===== src/common/tmc_consts.svh =====
`ifndef TMC_CONSTS_SVH
`define TMC_CONSTS_SVH

// register byte offsets
`define TMC_CTRL_OFS 12'h000
`define TMC_PRELOAD_OFS 12'h004
`define TMC_COUNT_OFS 12'h008
`define TMC_STATUS_OFS 12'h00c
`define TMC_MASK_OFS 12'h010
`define TMC_SHARED_OFS 12'h014

// control field positions
`define TMC_MODE_HI 7
`define TMC_MODE_LO 6
`define TMC_SRC_BIT 5
`define TMC_EN_BIT 4
`define TMC_EDGE_BIT 3
`define TMC_PSC_HI 2
`define TMC_PSC_LO 0

// reset values
`define TMC_CTRL_RST 8'h08
`define TMC_PRELOAD_RST 8'h00

// status / mask bits
`define TMC_ST_OVF 0
`define TMC_ST_DONE 1
`define TMC_ST_W 2

// shared clock register bits
`define TMC_SH_PWM_BIT 0

`endif


===== src/common/tmc_pkg.sv =====
package tmc_pkg;

    typedef enum logic [1:0] {
        TMC_MODE_NONE = 2'b00,
        TMC_MODE_EVENT = 2'b01,
        TMC_MODE_TIMER = 2'b10,
        TMC_MODE_PULSE = 2'b11
    } tmc_mode_t;

    typedef struct packed {
        tmc_mode_t operating_mode_field;
        logic prescaler_clock_select;
        logic count_enable_bit;
        logic active_edge_select;
        logic [2:0] prescaler_ratio_field;
    } tmc_ctrl_t;

    typedef struct packed {
        logic paddr_ok;
        logic [31:0] rdata;
    } tmc_rd_t;

    typedef enum {
        TMC_PW_IDLE,
        TMC_PW_ARMED,
        TMC_PW_MEASURE
    } tmc_pw_state_t;

endpackage


===== src/verilog/tmc_timer.sv =====
// Our own choices: register access over APB and the register offsets.
`timescale 1ns/1ns
`default_nettype none
`include "tmc_consts.svh"

// Summary of operation
// - a two-bit mode field picks no mode, event counting, internal timer or pulse width capture.
// - a three-bit ratio field divides the prescaler input by 1, 2, 4 up to 128.
// - the clock select bit takes the system clock when clear and the low-speed crystal when set.
// - the prescaler input clock is shared with the other timer and the pwm block.
// - while pwm is enabled the prescaler input is forced to the system clock.
// - the count enable bit stops the counter when clear and lets it run when set.
// - in event mode the counter steps on rising pin edges with edge select 0, falling with 1.
// - in capture mode edge select 0 counts falling to rising, 1 counts rising to falling.
// - on overflow an interrupt is raised, the counter reloads from preload and keeps counting.
// - in capture mode the enable bit clears when the pin returns, further edges are then ignored.
// - in capture mode setting enable only arms; counting starts at the first active edge.
module tmc_timer (
    // clock and reset
    input wire logic clock_i,
    input wire logic rst_i,
    // apb slave
    input wire logic psel_i,
    input wire logic penable_i,
    input wire logic pwrite_i,
    input wire logic [11:0] paddr_i,
    input wire logic [31:0] pwdata_i,
    output logic [31:0] prdata_o,
    output logic pready_o,
    output logic pslverr_o,
    // external pins and clocks
    input wire logic timer_event_pin_i,
    input wire logic low_speed_crystal_clock_i,
    // shared clock outputs
    output logic prescaler_input_clock_o,
    output logic timer_tick_o,
    // interrupt
    output logic irq_o
);

    ////////////////////////////////////////////////////////////////////////
    // declarations

    tmc_pkg::tmc_ctrl_t ctrl_reg;
    logic [7:0] preload_reg;
    logic [7:0] count_reg;
    logic [`TMC_ST_W-1:0] status_reg;
    logic [`TMC_ST_W-1:0] mask_reg;
    logic pwm_en_reg;
    tmc_pkg::tmc_pw_state_t pw_state_reg;
    logic pin_prev_reg;
    logic lxt_prev_reg;
    logic lxt_tick;
    logic psc_input_tick;
    logic psc_tick;
    logic rise;
    logic fall;
    logic start_edge;
    logic stop_edge;
    logic step;
    logic overflow;
    logic pw_done;
    logic wr_en;
    logic rd_en;
    tmc_pkg::tmc_rd_t rd;

    function automatic logic hit(input logic [11:0] addr, input logic [11:0] ofs);
        hit = (addr == ofs);
    endfunction

    ////////////////////////////////////////////////////////////////////////
    // pin edges and the low-speed clock edge, all sampled on clock_i

    always_ff @(posedge clock_i or posedge rst_i) begin
        if (rst_i) begin
            pin_prev_reg <= 1'b0;
            lxt_prev_reg <= 1'b0;
        end else begin
            pin_prev_reg <= timer_event_pin_i;
            lxt_prev_reg <= low_speed_crystal_clock_i;
        end
    end

    assign rise = timer_event_pin_i && !pin_prev_reg;
    assign fall = !timer_event_pin_i && pin_prev_reg;
    assign lxt_tick = low_speed_crystal_clock_i && !lxt_prev_reg;

    ////////////////////////////////////////////////////////////////////////
    // shared prescaler, its input tick leaves the block for the other users

    tmc_prescaler #(
        .RATIO_W(3)
    ) u_prescaler (
        .clock_i(clock_i),
        .rst_i(rst_i),
        .src_sel_i(ctrl_reg.prescaler_clock_select),
        .pwm_en_i(pwm_en_reg),
        .low_speed_tick_i(lxt_tick),
        .ratio_i(ctrl_reg.prescaler_ratio_field),
        .input_tick_o(psc_input_tick),
        .tick_o(psc_tick)
    );

    always_ff @(posedge clock_i or posedge rst_i) begin
        if (rst_i) begin
            prescaler_input_clock_o <= 1'b0;
            timer_tick_o <= 1'b0;
        end else begin
            prescaler_input_clock_o <= psc_input_tick;
            timer_tick_o <= psc_tick;
        end
    end

    ////////////////////////////////////////////////////////////////////////
    // count step selection

    // capture start/stop edges follow the edge select bit
    assign start_edge = ctrl_reg.active_edge_select ? rise : fall;
    assign stop_edge = ctrl_reg.active_edge_select ? fall : rise;

    always_comb begin
        step = 1'b0;
        pw_done = 1'b0;
        case (ctrl_reg.operating_mode_field)
            tmc_pkg::TMC_MODE_EVENT: begin
                // pin is not prescaled in event mode
                step = ctrl_reg.count_enable_bit && (ctrl_reg.active_edge_select ? fall : rise);
            end
            tmc_pkg::TMC_MODE_TIMER: begin
                step = ctrl_reg.count_enable_bit && psc_tick;
            end
            tmc_pkg::TMC_MODE_PULSE: begin
                // the start edge cycle already belongs to the pulse, else the width reads one short
                step = (((pw_state_reg == tmc_pkg::TMC_PW_MEASURE) && !stop_edge)
                        || ((pw_state_reg == tmc_pkg::TMC_PW_ARMED) && start_edge)) && psc_tick;
                pw_done = (pw_state_reg == tmc_pkg::TMC_PW_MEASURE) && stop_edge;
            end
            default: begin
                step = 1'b0; // idle, pin ignored
            end
        endcase
    end

    assign overflow = step && (count_reg == 8'hff);

    ////////////////////////////////////////////////////////////////////////
    // pulse width capture sequencing

    always_ff @(posedge clock_i or posedge rst_i) begin
        if (rst_i) begin
            pw_state_reg <= tmc_pkg::TMC_PW_IDLE;
        end else if (ctrl_reg.operating_mode_field != tmc_pkg::TMC_MODE_PULSE
                     || !ctrl_reg.count_enable_bit) begin
            pw_state_reg <= tmc_pkg::TMC_PW_IDLE;
        end else begin
            case (pw_state_reg)
                tmc_pkg::TMC_PW_IDLE: begin
                    pw_state_reg <= tmc_pkg::TMC_PW_ARMED; // enable only arms
                end
                tmc_pkg::TMC_PW_ARMED: begin
                    if (start_edge) begin
                        pw_state_reg <= tmc_pkg::TMC_PW_MEASURE;
                    end
                end
                tmc_pkg::TMC_PW_MEASURE: begin
                    if (stop_edge) begin
                        pw_state_reg <= tmc_pkg::TMC_PW_IDLE;
                    end
                end
                default: begin
                    pw_state_reg <= tmc_pkg::TMC_PW_IDLE;
                end
            endcase
        end
    end

    ////////////////////////////////////////////////////////////////////////
    // apb decode, zero wait states

    assign wr_en = psel_i && penable_i && pwrite_i;
    assign rd_en = psel_i && !penable_i && !pwrite_i;

    always_comb begin
        rd.paddr_ok = 1'b1;
        rd.rdata = 32'h0000_0000;
        if (hit(paddr_i, `TMC_CTRL_OFS)) begin
            rd.rdata = {24'h00_0000, ctrl_reg};
        end else if (hit(paddr_i, `TMC_PRELOAD_OFS)) begin
            rd.rdata = {24'h00_0000, preload_reg};
        end else if (hit(paddr_i, `TMC_COUNT_OFS)) begin
            rd.rdata = {24'h00_0000, count_reg};
        end else if (hit(paddr_i, `TMC_STATUS_OFS)) begin
            rd.rdata = {30'h0000_0000, status_reg};
        end else if (hit(paddr_i, `TMC_MASK_OFS)) begin
            rd.rdata = {30'h0000_0000, mask_reg};
        end else if (hit(paddr_i, `TMC_SHARED_OFS)) begin
            rd.rdata = {31'h0000_0000, pwm_en_reg};
        end else begin
            rd.paddr_ok = 1'b0;
        end
    end

    always_ff @(posedge clock_i or posedge rst_i) begin
        if (rst_i) begin
            prdata_o <= 32'h0000_0000;
            pready_o <= 1'b0;
            pslverr_o <= 1'b0;
        end else begin
            pready_o <= psel_i && !penable_i;
            pslverr_o <= psel_i && !penable_i && !rd.paddr_ok;
            if (rd_en) begin
                prdata_o <= rd.rdata;
            end
        end
    end

    ////////////////////////////////////////////////////////////////////////
    // control register; hardware clear of enable in capture mode

    always_ff @(posedge clock_i or posedge rst_i) begin
        if (rst_i) begin
            ctrl_reg <= `TMC_CTRL_RST;
        end else begin
            if (wr_en && hit(paddr_i, `TMC_CTRL_OFS)) begin
                ctrl_reg <= pwdata_i[7:0];
            end
            // auto-clear follows the write so a finished pulse is not re-armed by a stale write
            if (pw_done) begin
                ctrl_reg.count_enable_bit <= 1'b0;
            end
        end
    end

    always_ff @(posedge clock_i or posedge rst_i) begin
        if (rst_i) begin
            preload_reg <= `TMC_PRELOAD_RST;
            pwm_en_reg <= 1'b0;
            mask_reg <= '0;
        end else if (wr_en) begin
            if (hit(paddr_i, `TMC_PRELOAD_OFS)) begin
                preload_reg <= pwdata_i[7:0];
            end else if (hit(paddr_i, `TMC_SHARED_OFS)) begin
                pwm_en_reg <= pwdata_i[`TMC_SH_PWM_BIT];
            end else if (hit(paddr_i, `TMC_MASK_OFS)) begin
                mask_reg <= pwdata_i[`TMC_ST_W-1:0];
            end
        end
    end

    ////////////////////////////////////////////////////////////////////////
    // counter: writing the count register loads the counter only, preload keeps its value

    always_ff @(posedge clock_i or posedge rst_i) begin
        if (rst_i) begin
            count_reg <= 8'h00;
        end else if (wr_en && hit(paddr_i, `TMC_COUNT_OFS)) begin
            count_reg <= pwdata_i[7:0];
        end else if (overflow) begin
            count_reg <= preload_reg; // reload and carry on
        end else if (step) begin
            count_reg <= count_reg + 8'h01;
        end
    end

    ////////////////////////////////////////////////////////////////////////
    // interrupt status: write one to clear, a new event wins

    always_ff @(posedge clock_i or posedge rst_i) begin
        if (rst_i) begin
            status_reg <= '0;
            irq_o <= 1'b0;
        end else begin
            for (int i = 0; i < `TMC_ST_W; i++) begin
                if (wr_en && hit(paddr_i, `TMC_STATUS_OFS) && pwdata_i[i]) begin
                    status_reg[i] <= 1'b0;
                end
            end
            if (overflow) begin
                status_reg[`TMC_ST_OVF] <= 1'b1;
            end
            if (pw_done) begin
                status_reg[`TMC_ST_DONE] <= 1'b1;
            end
            irq_o <= |(status_reg & mask_reg);
        end
    end

endmodule // tmc_timer

`default_nettype wire


===== src/verilog/tmc_prescaler.sv =====
`timescale 1ns/1ns
`default_nettype none

// shared prescaler: picks the input tick, then divides by 2**ratio
module tmc_prescaler #(
    parameter int RATIO_W = 3
) (
    // clock and reset
    input wire logic clock_i,
    input wire logic rst_i,
    // selection
    input wire logic src_sel_i,
    input wire logic pwm_en_i,
    input wire logic low_speed_tick_i,
    input wire logic [RATIO_W-1:0] ratio_i,
    // outputs
    output logic input_tick_o,
    output logic tick_o
);

    localparam int DIV_W = (1 << RATIO_W) - 1;

    logic [DIV_W-1:0] div_reg;
    logic sel_tick;
    logic [DIV_W:0] mask;

    // pwm forces the system clock regardless of the selector
    assign sel_tick = (src_sel_i && !pwm_en_i) ? low_speed_tick_i : 1'b1;
    assign input_tick_o = sel_tick;
    assign mask = {{DIV_W{1'b0}}, 1'b1} << ratio_i;

    always_ff @(posedge clock_i or posedge rst_i) begin
        if (rst_i) begin
            div_reg <= '0;
        end else if (sel_tick) begin
            div_reg <= div_reg + 1'b1;
        end
    end

    // tick when the low ratio bits of the divider are all ones
    always_comb begin
        tick_o = sel_tick && ((({1'b0, div_reg} | ~(mask - 1'b1)) & {1'b0, {DIV_W{1'b1}}})
                              == {1'b0, {DIV_W{1'b1}}} || ratio_i == '0);
    end

endmodule // tmc_prescaler

`default_nettype wire


===== config.mk =====
export PLATFORM = sky130hd
export DESIGN_NAME = tmc_timer
export DESIGN_NICKNAME = d
export VERILOG_FILES = /design/src/common/tmc_pkg.sv /design/src/verilog/tmc_timer.sv /design/src/verilog/tmc_prescaler.sv
export VERILOG_INCLUDE_DIRS = /design/src /design/src/common
export SDC_FILE = /design/constraint.sdc
export NUM_CORES = 1
export LEC_CHECK = 0
export BUFFER_PORTS_ARGS = -buffer_cell sky130_fd_sc_hd__buf_2
export CORE_ASPECT_RATIO = 0.8
export CORE_MARGIN = 2
export CORE_UTILIZATION = 52
export DETAILED_ROUTE_END_ITERATION = 12
export MAX_ROUTING_LAYER = met4
export PLACE_DENSITY = 0.9
export SLEW_MARGIN = 0
export SYNTH_ARGS = -nofsm -noshare
export SYNTH_HDL_FRONTEND = slang
export SYNTH_SLANG_ARGS = --single-unit

===== constraint.sdc =====
create_clock -name clock_i -period 7 [get_ports clock_i]
set_input_delay 0.35 -clock clock_i [delete_from_list [all_inputs] [get_ports clock_i]]
set_output_delay 0.35 -clock clock_i [all_outputs]
set_load 0.1 [all_outputs]

==> impl_metrics.ini <==
[clock_network]
clk_pin_slew_worst_paths_ps = 90
cts-root-buf = clkbuf_8
clk_latency_ps = 310
cts_tree = yes
htreeDepth = 2
clock_sinks = 53
cts_buffers = 5
cts.path.max_buffers = 2
post_cts_resized = 0
cts_hold_buf = 0
post_cts_buffers = 0

[floorplan]
die_height_um = 71.1
start_util = 0.539
io_pins = 88
die-area_um2 = 6250
coreArea_um2 = 5440
rows = 24
die_w_um = 87.9

[synthesis]
synth.largest_area_cell = dfrtp_1
synth_common_cells = dfrtp_1, nand2_1, nor2_1
ys_top_cells_by_area = dfrtp_1, mux2_2, buf_4
ys.warnings.count = 0
synth_edf_count = 0
synth_cells = 293
syn_area_per_cell_um2 = 9.99
synth.most_common_cell = dfrtp_1
synth_ff_type = dfrtp_1
syn_area_um2 = 2930
synth-seq-cells = 53
ys_seq_area_frac = 0.453
synth_cell_types = 56
async_flop_share = 1.00
synth_top_area_share = 0.444

[critical_path]
cp.required_ps = 7230
setup.worst_path.start_class = register
rrSetupSlack_ps = 4060
reg2reg_depth = 9
worstPathArrival_ps = 3170
worst-setup-path-type = reg2reg
path_max_fanout = 11
worstSetupEndpointType = register

[finish]
diodes = 0
final_util = 0.586
fin_nets = 382
area_growth_syn_to_layout_pct = 8.76
fin_area_um2 = 3180
drive_gt1_frac = 0.222

[timing]
fin_worst_skew_ps = 4.96
worst_pin_slew_ps = 1070
setup_tns_ps = 0
rsz0062_at_grt = no
min_period_ps = 2940
fin_crit_sh = 0.420
finalSetupViolCount = 0
hold_viol = 0
slew_viol_final = 0
slew_headroom = 0.283
fmax_ghz = 0.340

[place]
gp_congestion = 0.927
io_buffers = 39
hpwlAfterDp_um = 4370
place_area_um2 = 3080

[grt]
grt_pass1_vias = 2067
globalRouteMet2Util = 0.310
track_usage = 0.208
grt-ovfl-total = 0
grt_first_pass_wirelength_um = 9870
grt_use_met3 = 0.0385
use_met1 = 0.294
grt_antenna_before_repair = 0
grt_max_degree = 54
grt-busiest-layer = met2

[routing]
avgViaCountPerCell = 5.39
drc = 0
ant_nets = 0
wl_per_cell_um = 14.4
routed_wirelength_um = 5860
first_iter_violations = 166
vias = 2192
drtPass1Iterations = 4

[power_and_ir_drop]
leakage_nw = 1.52
ir_worst_vdd_v = 0.000143
p_per_area_nw_per_um2 = 224

[run]
drv_cap = 0

[hold_path]
whs_path_depth = 1
hold_path.class = in2reg

[status]
status = completed
[worst max-delay path, cell delays in order (launching register included)]
cell and delay, ps:
dfrtp_1 490, or3_1 440, ha_1 270, or4b_1 180, o21ai_1 50, a221oi_1 220
a41o_1 280, a31oi_4 220, or4_1 550, o211ai_1 160
[worst paths after layout]
check | end | startpoint
worst max-delay path | count_reg[7]$_DFFE_PP0P_ | ctrl_reg[0]$_DFFE_PP0P_
worst min-delay path | lxt_prev_reg$_DFF_PP0_ | low_speed_crystal_clock_i
worst max register to register | count_reg[7]$_DFFE_PP0P_ | ctrl_reg[0]$_DFFE_PP0P_
worst min register to register | pw_state_reg[0]$_DFFE_PP0P_ | pw_state_reg[1]$_DFFE_PP0P_
max in group asynchronous | prdata_o[2]$_DFFE_PP0P_ | rst_i
min in group asynchronous | u_prescaler.div_reg[6]$_DFFE_PP0P_ | rst_i
[kinds of logic after synthesis]
group	Yosys count	share of synthesized area
adder cells (fa/ha/maj)	3	0.0128
XOR/XNOR	8	0.0239
other	1	0.00128
AND/OR/NAND/NOR	99	0.169
multiplexers	31	0.115
buffers and inverters	40	0.0863
AO/OA/AOI/OAI	58	0.138
flip-flops	53	0.453
[placed cells by master, fill, tap and decap left out, types with 4 or more instances in the layout]
cell,synthesis,routed
dfrtp_1,52,52
buf_2,4,39
nand2_1,27,27
nor2_1,25,25
conb_1,1,24
mux2_2,22,22
a21oi_1,12,12
nand3_1,10,10
mux2i_1,9,9
o21ai_0,9,9
nand2b_1,8,8
a22o_1,5,5
xor2_1,5,5
o21ai_1,5,5
clkbuf_8,0,5
nor3_1,4,4
inv_1,5,4
nand4_1,4,4
[metal layers]
metal  vias up  part of all wire
met3         8             0.056
met4         0             0.012
met2        67              0.44
li1       1078                 -
met1      1039              0.49
met5         -                 0
[stage by stage]
stage	setup slack (ps)	hold WS, ps	total power [mW]	cells
floorplan	4460	381	0.496	316
global placement	4170	428	0.509	399
detailed placement	4110	456	0.512	399
CTS	4070	150	0.717	407
global route	3840	148	0.743	407
finish	4060	159	0.712	407
[report_power, final]
part | total, mW | internal, mW | switching (mW)
Sequential | 0.355 | 0.329 | 0.0264
Combinational | 0.151 | 0.0319 | 0.119
Clock | 0.205 | 0.106 | 0.0988
[layout make-up]
class                      instances  area, µm²
inverter                           6       22.5
multi-input combinational        223       1430
clock buffer                       6       72.6
timing repair buffer              39        195
fill                             484       2250
sequential                        53       1330
clock inverter                     2       35.0
tap                               78       97.6
No activity file was read; power rests on OpenSTA's default activity.
